## config.mk

```make
export PLATFORM = sky130hd
export DESIGN_NAME = rtcalm_top
export DESIGN_NICKNAME = d
export VERILOG_FILES = /design/src/core/rtcalm_pkg.sv /design/src/core/rtcalm_field.sv /design/src/core/rtcalm_top.sv
export VERILOG_INCLUDE_DIRS = /design/src /design/src/core
export SDC_FILE = /design/constraint.sdc
export NUM_CORES = 1
export LEC_CHECK = 0
export BUFFER_PORTS_ARGS = -buffer_cell sky130_fd_sc_hd__buf_4
export CORE_ASPECT_RATIO = 0.7
export CORE_MARGIN = 1
export CORE_UTILIZATION = 52
export CTS_CLUSTER_DIAMETER = 200
export DETAILED_ROUTE_END_ITERATION = 12
export HOLD_SLACK_MARGIN = 0.03
export PLACE_DENSITY = 0.92
export SETUP_SLACK_MARGIN = 0.5
export SYNTH_ARGS = -nofsm -noshare
export SYNTH_HDL_FRONTEND = slang
export SYNTH_SLANG_ARGS = --single-unit
export TNS_END_PERCENT = 1
```

## constraint.sdc

```tcl
create_clock -name CLK_SYS -period 6.4 [get_ports CLK_SYS]
set_input_delay 0.96 -clock CLK_SYS [delete_from_list [all_inputs] [get_ports CLK_SYS]]
set_output_delay 0.96 -clock CLK_SYS [all_outputs]
set_load 0.005 [all_outputs]
```

## src/core/rtcalm_cfg.svh

```systemverilog
`ifndef RTCALM_CFG_SVH
`define RTCALM_CFG_SVH

// Byte offsets of the alarm and control registers on the bus.
`define RTCALM_OFF_SECOND 8'h00
`define RTCALM_OFF_MINUTE 8'h04
`define RTCALM_OFF_HOUR 8'h08
`define RTCALM_OFF_WEEKDAY 8'h0c
`define RTCALM_OFF_DAY 8'h10
`define RTCALM_OFF_MONTH 8'h14
`define RTCALM_OFF_CTRL 8'h18

// Field positions.
`define RTCALM_BIT_ENABLE 7
`define RTCALM_BIT_FLAG 0
`define RTCALM_BIT_IRQEN 3

// Writable value bits per register; the enable bit sits above them.
`define RTCALM_MASK_SECOND 7'h7f
`define RTCALM_MASK_MINUTE 7'h7f
`define RTCALM_MASK_HOUR 7'h3f
`define RTCALM_MASK_WEEKDAY 7'h07
`define RTCALM_MASK_DAY 7'h3f
`define RTCALM_MASK_MONTH 7'h1f

// Reset values.
`define RTCALM_RST_ENABLE 1'b0
`define RTCALM_RST_FLAG 1'b0
`define RTCALM_RST_IRQEN 1'b0

// Bus answers.
`define RTCALM_RESP_OKAY 2'b00
`define RTCALM_RESP_SLVERR 2'b10

`endif

```

## src/core/rtcalm_pkg.sv

```systemverilog
package rtcalm_pkg;

    // Index of each alarm field in the compare array.
    typedef enum logic [2:0]
    {
        RTCALM_SEC = 3'b000,
        RTCALM_MIN = 3'b001,
        RTCALM_HOUR = 3'b010,
        RTCALM_WDAY = 3'b011,
        RTCALM_DAY = 3'b100,
        RTCALM_MON = 3'b101
    } rtcalm_field_t;

    // One alarm register: enable bit over a seven-bit BCD value.
    typedef logic [7:0] rtcalm_reg_t;

endpackage

```

## src/core/rtcalm_field.sv

```systemverilog
`include "rtcalm_cfg.svh"

module rtcalm_field #(
    parameter logic [6:0] VALUE_MASK = 7'h7f
)
(
    // Clock and reset.
    input wire logic clk,
    input wire logic rst,
    // Write side.
    input wire logic wr_en,
    input wire logic [7:0] wr_data,
    // Compare side.
    input wire logic [7:0] counter,
    output logic [7:0] rd_value,
    output logic field_ok
);

    logic enable_ff;
    logic [6:0] value_ff;
    logic [6:0] nxt_value;
    wire logic [6:0] cnt_bits;

    // Reserved positions are dropped on write and read back as zero.
    assign nxt_value = wr_data[6:0] & VALUE_MASK;
    assign cnt_bits = counter[6:0] & VALUE_MASK;
    assign rd_value = {enable_ff, value_ff};

    // A disabled field never blocks the match.
    assign field_ok = !enable_ff || (value_ff == cnt_bits);

    // Only the enable bit takes the reset.
    always_ff @(posedge clk or posedge rst)
    begin
        if (rst)
            enable_ff <= `RTCALM_RST_ENABLE;
        else if (wr_en)
            enable_ff <= wr_data[`RTCALM_BIT_ENABLE];
    end

    // The BCD value has no reset and survives every reset.
    always_ff @(posedge clk)
    begin
        if (wr_en)
            value_ff <= nxt_value;
    end

endmodule

```

## src/core/rtcalm_top.sv

```systemverilog
// What this block does
// - Eight-bit alarm registers, bit 7 enables comparing the rest.
// - Match flag sets only when every enabled alarm equals its counter.
// - Alarm values are packed BCD compared against BCD counters.
// - Minutes alarm compared when enabled; software keeps it 00 to 59.
// - Hours alarm has tens in bits 5-4, units 3-0; 00 to 23.
// - Hours and day alarm bit 6 reads zero, ignores writes.
// - Weekday alarm is a code 0 to 6 in bits 2-0.
// - Weekday alarm bits 6 to 3 read zero, ignore writes.
// - Month alarm bits 6 and 5 read zero, ignore writes.
// - Power-on reset clears every compare-enable bit.
// - Alarm values survive resets; only enable bits reset.
// - Writing 0 clears the match flag, writing 1 keeps it.
// - Alarm request is raised while flag and interrupt enable are 1.
`include "rtcalm_cfg.svh"

module rtcalm_top
(
    // Clock and reset.
    input wire logic CLK_SYS,
    input wire logic RST,
    // Write address channel.
    input wire logic S_AWVALID,
    output logic S_AWREADY,
    input wire logic [7:0] S_AWADDR,
    input wire logic [2:0] S_AWPROT,
    // Write data channel.
    input wire logic S_WVALID,
    output logic S_WREADY,
    input wire logic [31:0] S_WDATA,
    input wire logic [3:0] S_WSTRB,
    // Write response channel.
    output logic S_BVALID,
    input wire logic S_BREADY,
    output logic [1:0] S_BRESP,
    // Read address channel.
    input wire logic S_ARVALID,
    output logic S_ARREADY,
    input wire logic [7:0] S_ARADDR,
    input wire logic [2:0] S_ARPROT,
    // Read data channel.
    output logic S_RVALID,
    input wire logic S_RREADY,
    output logic [31:0] S_RDATA,
    output logic [1:0] S_RRESP,
    // Running BCD time counters from the clock unit.
    input wire logic [7:0] SECOND_COUNTER,
    input wire logic [7:0] MINUTE_COUNTER,
    input wire logic [7:0] HOUR_COUNTER,
    input wire logic [7:0] WEEKDAY_COUNTER,
    input wire logic [7:0] DAY_COUNTER,
    input wire logic [7:0] MONTH_COUNTER,
    // Alarm status toward the clock unit.
    output logic ALARM_MATCH_FLAG,
    output logic ALARM_IRQ
);

    ////////////////////////////////////////////////////////////////////////
    // Declarations.

    logic awready_ff;
    logic wready_ff;
    logic [7:0] awaddr_ff;
    logic [7:0] wdata_ff;
    logic wstrb0_ff;
    logic bvalid_ff;
    logic [1:0] bresp_ff;
    logic arready_ff;
    logic rvalid_ff;
    logic [31:0] rdata_ff;
    logic [1:0] rresp_ff;
    logic flag_ff;
    logic irqen_ff;
    logic irq_ff;
    logic match_ff;
    logic nxt_flag;
    logic [7:0] cnt_arr [6];
    logic [7:0] rd_arr [6];
    logic [5:0] ok_vec;
    logic [5:0] wr_vec;
    wire logic have_aw;
    wire logic have_w;
    wire logic do_write;
    wire logic wr_hit;
    wire logic wr_ctrl;
    wire logic wr_bad;
    wire logic do_read;
    wire logic rd_hit;
    wire logic [7:0] rd_byte;
    wire logic any_enable;
    wire logic all_match;
    wire logic match_rise;
    wire logic [7:0] ctrl_value;

    ////////////////////////////////////////////////////////////////////////
    // Alarm field bank.

    // Counter inputs sorted by field index.
    assign cnt_arr[rtcalm_pkg::RTCALM_SEC] = SECOND_COUNTER;
    assign cnt_arr[rtcalm_pkg::RTCALM_MIN] = MINUTE_COUNTER;
    assign cnt_arr[rtcalm_pkg::RTCALM_HOUR] = HOUR_COUNTER;
    assign cnt_arr[rtcalm_pkg::RTCALM_WDAY] = WEEKDAY_COUNTER;
    assign cnt_arr[rtcalm_pkg::RTCALM_DAY] = DAY_COUNTER;
    assign cnt_arr[rtcalm_pkg::RTCALM_MON] = MONTH_COUNTER;

    // Per-field write strobes decoded from the captured address.
    assign wr_vec[0] = wr_hit && awaddr_ff == `RTCALM_OFF_SECOND;
    assign wr_vec[1] = wr_hit && awaddr_ff == `RTCALM_OFF_MINUTE;
    assign wr_vec[2] = wr_hit && awaddr_ff == `RTCALM_OFF_HOUR;
    assign wr_vec[3] = wr_hit && awaddr_ff == `RTCALM_OFF_WEEKDAY;
    assign wr_vec[4] = wr_hit && awaddr_ff == `RTCALM_OFF_DAY;
    assign wr_vec[5] = wr_hit && awaddr_ff == `RTCALM_OFF_MONTH;

    rtcalm_field #(.VALUE_MASK(`RTCALM_MASK_SECOND)) u_second
    (
        .clk(CLK_SYS), .rst(RST), .wr_en(wr_vec[0]), .wr_data(wdata_ff),
        .counter(cnt_arr[0]), .rd_value(rd_arr[0]), .field_ok(ok_vec[0])
    );
    rtcalm_field #(.VALUE_MASK(`RTCALM_MASK_MINUTE)) u_minute
    (
        .clk(CLK_SYS), .rst(RST), .wr_en(wr_vec[1]), .wr_data(wdata_ff),
        .counter(cnt_arr[1]), .rd_value(rd_arr[1]), .field_ok(ok_vec[1])
    );
    rtcalm_field #(.VALUE_MASK(`RTCALM_MASK_HOUR)) u_hour
    (
        .clk(CLK_SYS), .rst(RST), .wr_en(wr_vec[2]), .wr_data(wdata_ff),
        .counter(cnt_arr[2]), .rd_value(rd_arr[2]), .field_ok(ok_vec[2])
    );
    rtcalm_field #(.VALUE_MASK(`RTCALM_MASK_WEEKDAY)) u_weekday
    (
        .clk(CLK_SYS), .rst(RST), .wr_en(wr_vec[3]), .wr_data(wdata_ff),
        .counter(cnt_arr[3]), .rd_value(rd_arr[3]), .field_ok(ok_vec[3])
    );
    rtcalm_field #(.VALUE_MASK(`RTCALM_MASK_DAY)) u_day
    (
        .clk(CLK_SYS), .rst(RST), .wr_en(wr_vec[4]), .wr_data(wdata_ff),
        .counter(cnt_arr[4]), .rd_value(rd_arr[4]), .field_ok(ok_vec[4])
    );
    rtcalm_field #(.VALUE_MASK(`RTCALM_MASK_MONTH)) u_month
    (
        .clk(CLK_SYS), .rst(RST), .wr_en(wr_vec[5]), .wr_data(wdata_ff),
        .counter(cnt_arr[5]), .rd_value(rd_arr[5]), .field_ok(ok_vec[5])
    );

    ////////////////////////////////////////////////////////////////////////
    // Match detection and alarm flag.

    // The compare needs at least one enabled field to count as a match.
    assign any_enable = rd_arr[0][7] | rd_arr[1][7] | rd_arr[2][7]
        | rd_arr[3][7] | rd_arr[4][7] | rd_arr[5][7];
    assign all_match = any_enable && (&ok_vec);
    // The flag sets on the first cycle of a match, not while it lasts,
    // so a clear by software during the matching second sticks.
    assign match_rise = all_match && !match_ff;

    // Writing 0 clears, writing 1 keeps; a new match beats the clear.
    assign nxt_flag = match_rise ? 1'b1 :
        (wr_ctrl && !wdata_ff[`RTCALM_BIT_FLAG]) ? 1'b0 : flag_ff;

    // Match history and the flag.
    always_ff @(posedge CLK_SYS or posedge RST)
    begin
        if (RST)
        begin
            match_ff <= 1'b0;
            flag_ff <= `RTCALM_RST_FLAG;
        end
        else
        begin
            match_ff <= all_match;
            flag_ff <= nxt_flag;
        end
    end

    // Interrupt enable and the registered request.
    always_ff @(posedge CLK_SYS or posedge RST)
    begin
        if (RST)
        begin
            irqen_ff <= `RTCALM_RST_IRQEN;
            irq_ff <= 1'b0;
        end
        else
        begin
            if (wr_ctrl)
                irqen_ff <= wdata_ff[`RTCALM_BIT_IRQEN];
            irq_ff <= nxt_flag && (wr_ctrl ? wdata_ff[`RTCALM_BIT_IRQEN]
                : irqen_ff);
        end
    end

    assign ALARM_MATCH_FLAG = flag_ff;
    assign ALARM_IRQ = irq_ff;

    ////////////////////////////////////////////////////////////////////////
    // Bus write path.

    // A write goes ahead once address and data are both held.
    assign have_aw = !awready_ff;
    assign have_w = !wready_ff;
    assign do_write = have_aw && have_w && !bvalid_ff;
    assign wr_hit = do_write && wstrb0_ff;
    assign wr_ctrl = wr_hit && awaddr_ff == `RTCALM_OFF_CTRL;
    // Anything past the control word or off a word boundary is refused.
    assign wr_bad = awaddr_ff > `RTCALM_OFF_CTRL || awaddr_ff[1:0] != 2'b00;

    // Address and data are caught independently; ready drops once held.
    always_ff @(posedge CLK_SYS or posedge RST)
    begin
        if (RST)
        begin
            awready_ff <= 1'b1;
            wready_ff <= 1'b1;
            awaddr_ff <= 8'h00;
            wdata_ff <= 8'h00;
            wstrb0_ff <= 1'b0;
        end
        else
        begin
            if (S_AWVALID && awready_ff)
            begin
                awready_ff <= 1'b0;
                awaddr_ff <= S_AWADDR;
            end
            else if (do_write)
                awready_ff <= 1'b1;
            if (S_WVALID && wready_ff)
            begin
                wready_ff <= 1'b0;
                wdata_ff <= S_WDATA[7:0];
                wstrb0_ff <= S_WSTRB[0];
            end
            else if (do_write)
                wready_ff <= 1'b1;
        end
    end

    // Write response; unmapped addresses answer SLVERR.
    always_ff @(posedge CLK_SYS or posedge RST)
    begin
        if (RST)
        begin
            bvalid_ff <= 1'b0;
            bresp_ff <= `RTCALM_RESP_OKAY;
        end
        else if (do_write)
        begin
            bvalid_ff <= 1'b1;
            bresp_ff <= wr_bad ? `RTCALM_RESP_SLVERR : `RTCALM_RESP_OKAY;
        end
        else if (S_BREADY)
            bvalid_ff <= 1'b0;
    end

    ////////////////////////////////////////////////////////////////////////
    // Bus read path.

    // Read decode works on the live address; the reply is registered.
    assign do_read = S_ARVALID && arready_ff;
    assign rd_hit = S_ARADDR[1:0] == 2'b00 && S_ARADDR <= `RTCALM_OFF_CTRL;
    assign ctrl_value = {4'h0, irqen_ff, 2'b00, flag_ff};
    assign rd_byte = (S_ARADDR == `RTCALM_OFF_CTRL) ? ctrl_value
        : rd_hit ? rd_arr[S_ARADDR[4:2]] : 8'h00;

    // One read at a time; the address is refused while data waits.
    always_ff @(posedge CLK_SYS or posedge RST)
    begin
        if (RST)
        begin
            arready_ff <= 1'b1;
            rvalid_ff <= 1'b0;
            rdata_ff <= 32'h0000_0000;
            rresp_ff <= `RTCALM_RESP_OKAY;
        end
        else if (do_read)
        begin
            arready_ff <= 1'b0;
            rvalid_ff <= 1'b1;
            rdata_ff <= {24'h000000, rd_byte};
            rresp_ff <= rd_hit ? `RTCALM_RESP_OKAY : `RTCALM_RESP_SLVERR;
        end
        else if (rvalid_ff && S_RREADY)
        begin
            rvalid_ff <= 1'b0;
            arready_ff <= 1'b1;
        end
    end

    assign S_AWREADY = awready_ff;
    assign S_WREADY = wready_ff;
    assign S_BVALID = bvalid_ff;
    assign S_BRESP = bresp_ff;
    assign S_ARREADY = arready_ff;
    assign S_RVALID = rvalid_ff;
    assign S_RDATA = rdata_ff;
    assign S_RRESP = rresp_ff;

endmodule

```

==> impl_metrics.tcl <==
set metrics [dict create \
    tightest_slew_ns 1.22 \
    clk_path_buf_depth 2 \
    r2r-start "awaddr_ff[1]" \
    cp-end-kind "flop" \
    avgSynthCellArea_um2 12.8 \
    setup_viol 0 \
    dieArea_mm2 0.00744 \
    sw_frac_of_total_pct 28.1 \
    intPower_mw 1.05 \
    cts-hold-fix-buffers 0 \
    outcome "finished, final reports clean" \
    io_buffers 82 \
    power_frac_seq_pct 51.5 \
    route.detailed.drc 0 \
    wl_met1_um 3580 \
    clock-root-buffer "clkbuf_8" \
    drv_slew 0 \
    syn_inst 289 \
    ys_seq_area_share_pct 56.3 \
    finalHoldViolCount 0 \
    wl_per_cell_um 17.3 \
    post_cts_resized 0 \
    fin_crit_ns 2.77 \
    leakagePower_nw 1.91 \
    vias_per_cell 5.40 \
    finalCritPeriodShare_pct 43.3 \
    slew_headroom_pct 18.2 \
    yosysTopAreaCellShare_pct 27.7 \
    top_layer_used "met4" \
    ant_nets 0 \
    yosysWarnings 0 \
    fin_nets 488 \
    dr_wl_met3_um 844 \
    clock-sinks 76 \
    postLayoutCoreUtil_pct 66.9 \
    ys_types 42 \
    place_hpwl_um 6170 \
    yosys.area.top_type "edfxtp_1" \
    clkLatencyLatePin_ns 0.35 \
    syn_to_final_growth_pct 23.1 \
    gr-usage-all-layers_pct 24.0 \
    drt_iter0_markers 250 \
    ys_ff_latch 76 \
    worstHoldPathType "reg2reg" \
    cp.arrival_ns 3.01 \
    async_reset_ff_share_pct 55.3 \
    cellPowerDensity_mw_per_mm2 321 \
    ioPinCount 156 \
    antennaDiodeCount 0 \
    crit_required_ns 6.64 \
    wl_met2_um 3640 \
    synth_flop_cell "dfrtp_1" \
    vdd_drop_max_mv 0.175 \
    cts.clk_slew.worst_paths_ns 0.08 \
    dr.pass1.iters 5 \
    min_from "match_ff" \
    die_w_um 103 \
    coreArea_mm2 0.00679 \
    wl_um 8220 \
    htree_levels 3 \
    switching_power_uw 409 \
    drive_gt1_share_pct 35.3 \
    gp_congestion 0.868 \
    clkPwrFrac_pct 30.2 \
    rows 25 \
    nFillCells 497 \
    yosys-top-cells-area "edfxtp_1 (28%), dfrtp_1 (26%), mux2_2 (7.0%)" \
    finClkSkew_ns 0.00762 \
    grt_start_max_net_pins 43 \
    post-cts-setup-buffers 0 \
    grt_antenna_before_repair 0 \
    cp-startpoint "awaddr_ff[1]" \
    fmax_mhz 361 \
    setup-tns-final_ns 0 \
    rsz0062_at_grt "false" \
    grt_pass1_vias 2415 \
    crit_type "reg2reg" \
    drv_cap 0 \
    power_frac_comb_pct 18.3 \
    tritoncts "yes" \
    start_kind "flop" \
    grt_pass1_wl_um 12700 \
    synth_edf_count 34 \
    die_h_um 72.5 \
    cts-buffers-inserted 9 \
    overflow 0 \
    start_util_pct 54.3 \
    vias 2561 \
    path_max_fanout 8 \
    netlist_area_mm2 0.00369 \
]
-- per-layer routing --
metal | global-route usage [%] | vias to the layer above
met5 | 0 | -
met4 | 9.21 | 0
met3 | 6.45 | 15
met2 | 35.3 | 166
met1 | 33.9 | 1212
li1 | - | 1168
-- flip-flops by register name, indices dropped and copies added (netlist names), 3 cells and up --
signal              flops
wdata_ff                8
u_day.value_ff          6
awaddr_ff               8
u_minute.value_ff       7
u_month.value_ff        5
S_RDATA                 8
u_weekday.value_ff      3
u_hour.value_ff         6
u_second.value_ff       7
-- layout by cell type (no fill, tap or decap), types with 9 or more instances in the layout --
cell type	synthesis	layout
mux2i_1	12	12
mux2_2	23	23
xnor2_1	22	22
clkbuf_8	0	9
buf_4	26	83
edfxtp_1	34	34
dfrtp_1	39	39
conb_1	1	26
xor2_1	12	12
nor2_1	9	9
nand2_1	16	16
o21ai_0	15	15
-- area by class of cell --
class / count / area (um2) / share of cell area (%)
clock buffer: 10 / 128 / 2.81
clock inverter: 6 / 111 / 2.45
inverter: 5 / 18.8 / 0.414
multi-input combinational: 200 / 1460 / 32.3
sequential: 76 / 2080 / 45.7
tap: 94 / 118 / 2.59
timing repair buffer: 83 / 623 / 13.7
-- worst max-delay path, cell delays in order (launching register included) --
cell	delay (ns)
dfrtp_1	0.38
or4_4	0.56
nor2_1	0.17
nand4_1	0.16
nor3_1	0.95
mux2_2	0.43
-- power groups by stage --
stage                     Combinational (mW)  Clock, mW  Sequential [mW]
final                                  0.267      0.439            0.749
after global routing                   0.295      0.465            0.761
after CTS                              0.270      0.447            0.745
after detailed placement               0.268          0            0.755
after global placement                 0.258          0            0.743
after floorplan                        0.183          0            0.715
-- cells in the mapped netlist, types with 7 or more instances --
cell type,number
mux2_2,23
a21oi_1,7
mux2i_1,12
nand4_1,7
o21ai_0,15
dfrtp_1,39
xor2_1,12
xnor2_1,22
nand2_1,16
nor2_1,9
buf_4,26
edfxtp_1,34
-- path summary, 6_finish.rpt --
path | cells past startpoint | endpoint | slack (ns)
max in group asynchronous | 3 | S_WREADY | 5.27
min in group asynchronous | 3 | S_RRESP[1] | 0.74
worst min-delay path | 1 | ALARM_MATCH_FLAG | 0.47
worst max-delay path | 5 | u_minute.enable_ff | 3.63
worst min register to register | 1 | ALARM_MATCH_FLAG | 0.47
worst max register to register | 5 | u_minute.enable_ff | 3.63
-- logic make-up after synthesis --
| logic type | synth area share, % |
|---|---|
| flops | 56.3 |
| compound gates | 6.18 |
| simple gates | 9.77 |
| xor+xnor | 8.08 |
| other cells | 0.102 |
| mux | 13.0 |
| buf+inv | 6.55 |
-- through the flow --
step	power, mW	hold WS (ns)	std cells	instance area, um2	worst slack (ns)
final	1.46	0.469	474	4540	3.63
after global routing	1.52	0.480	474	4540	3.44
after CTS	1.46	0.464	474	4540	3.62
after detailed placement	1.02	0.442	458	4300	3.62
after global placement	1.00	0.447	458	4300	3.74
after floorplan	0.898	0.421	314	3780	4.10
Power figures use the tool's default switching activity.
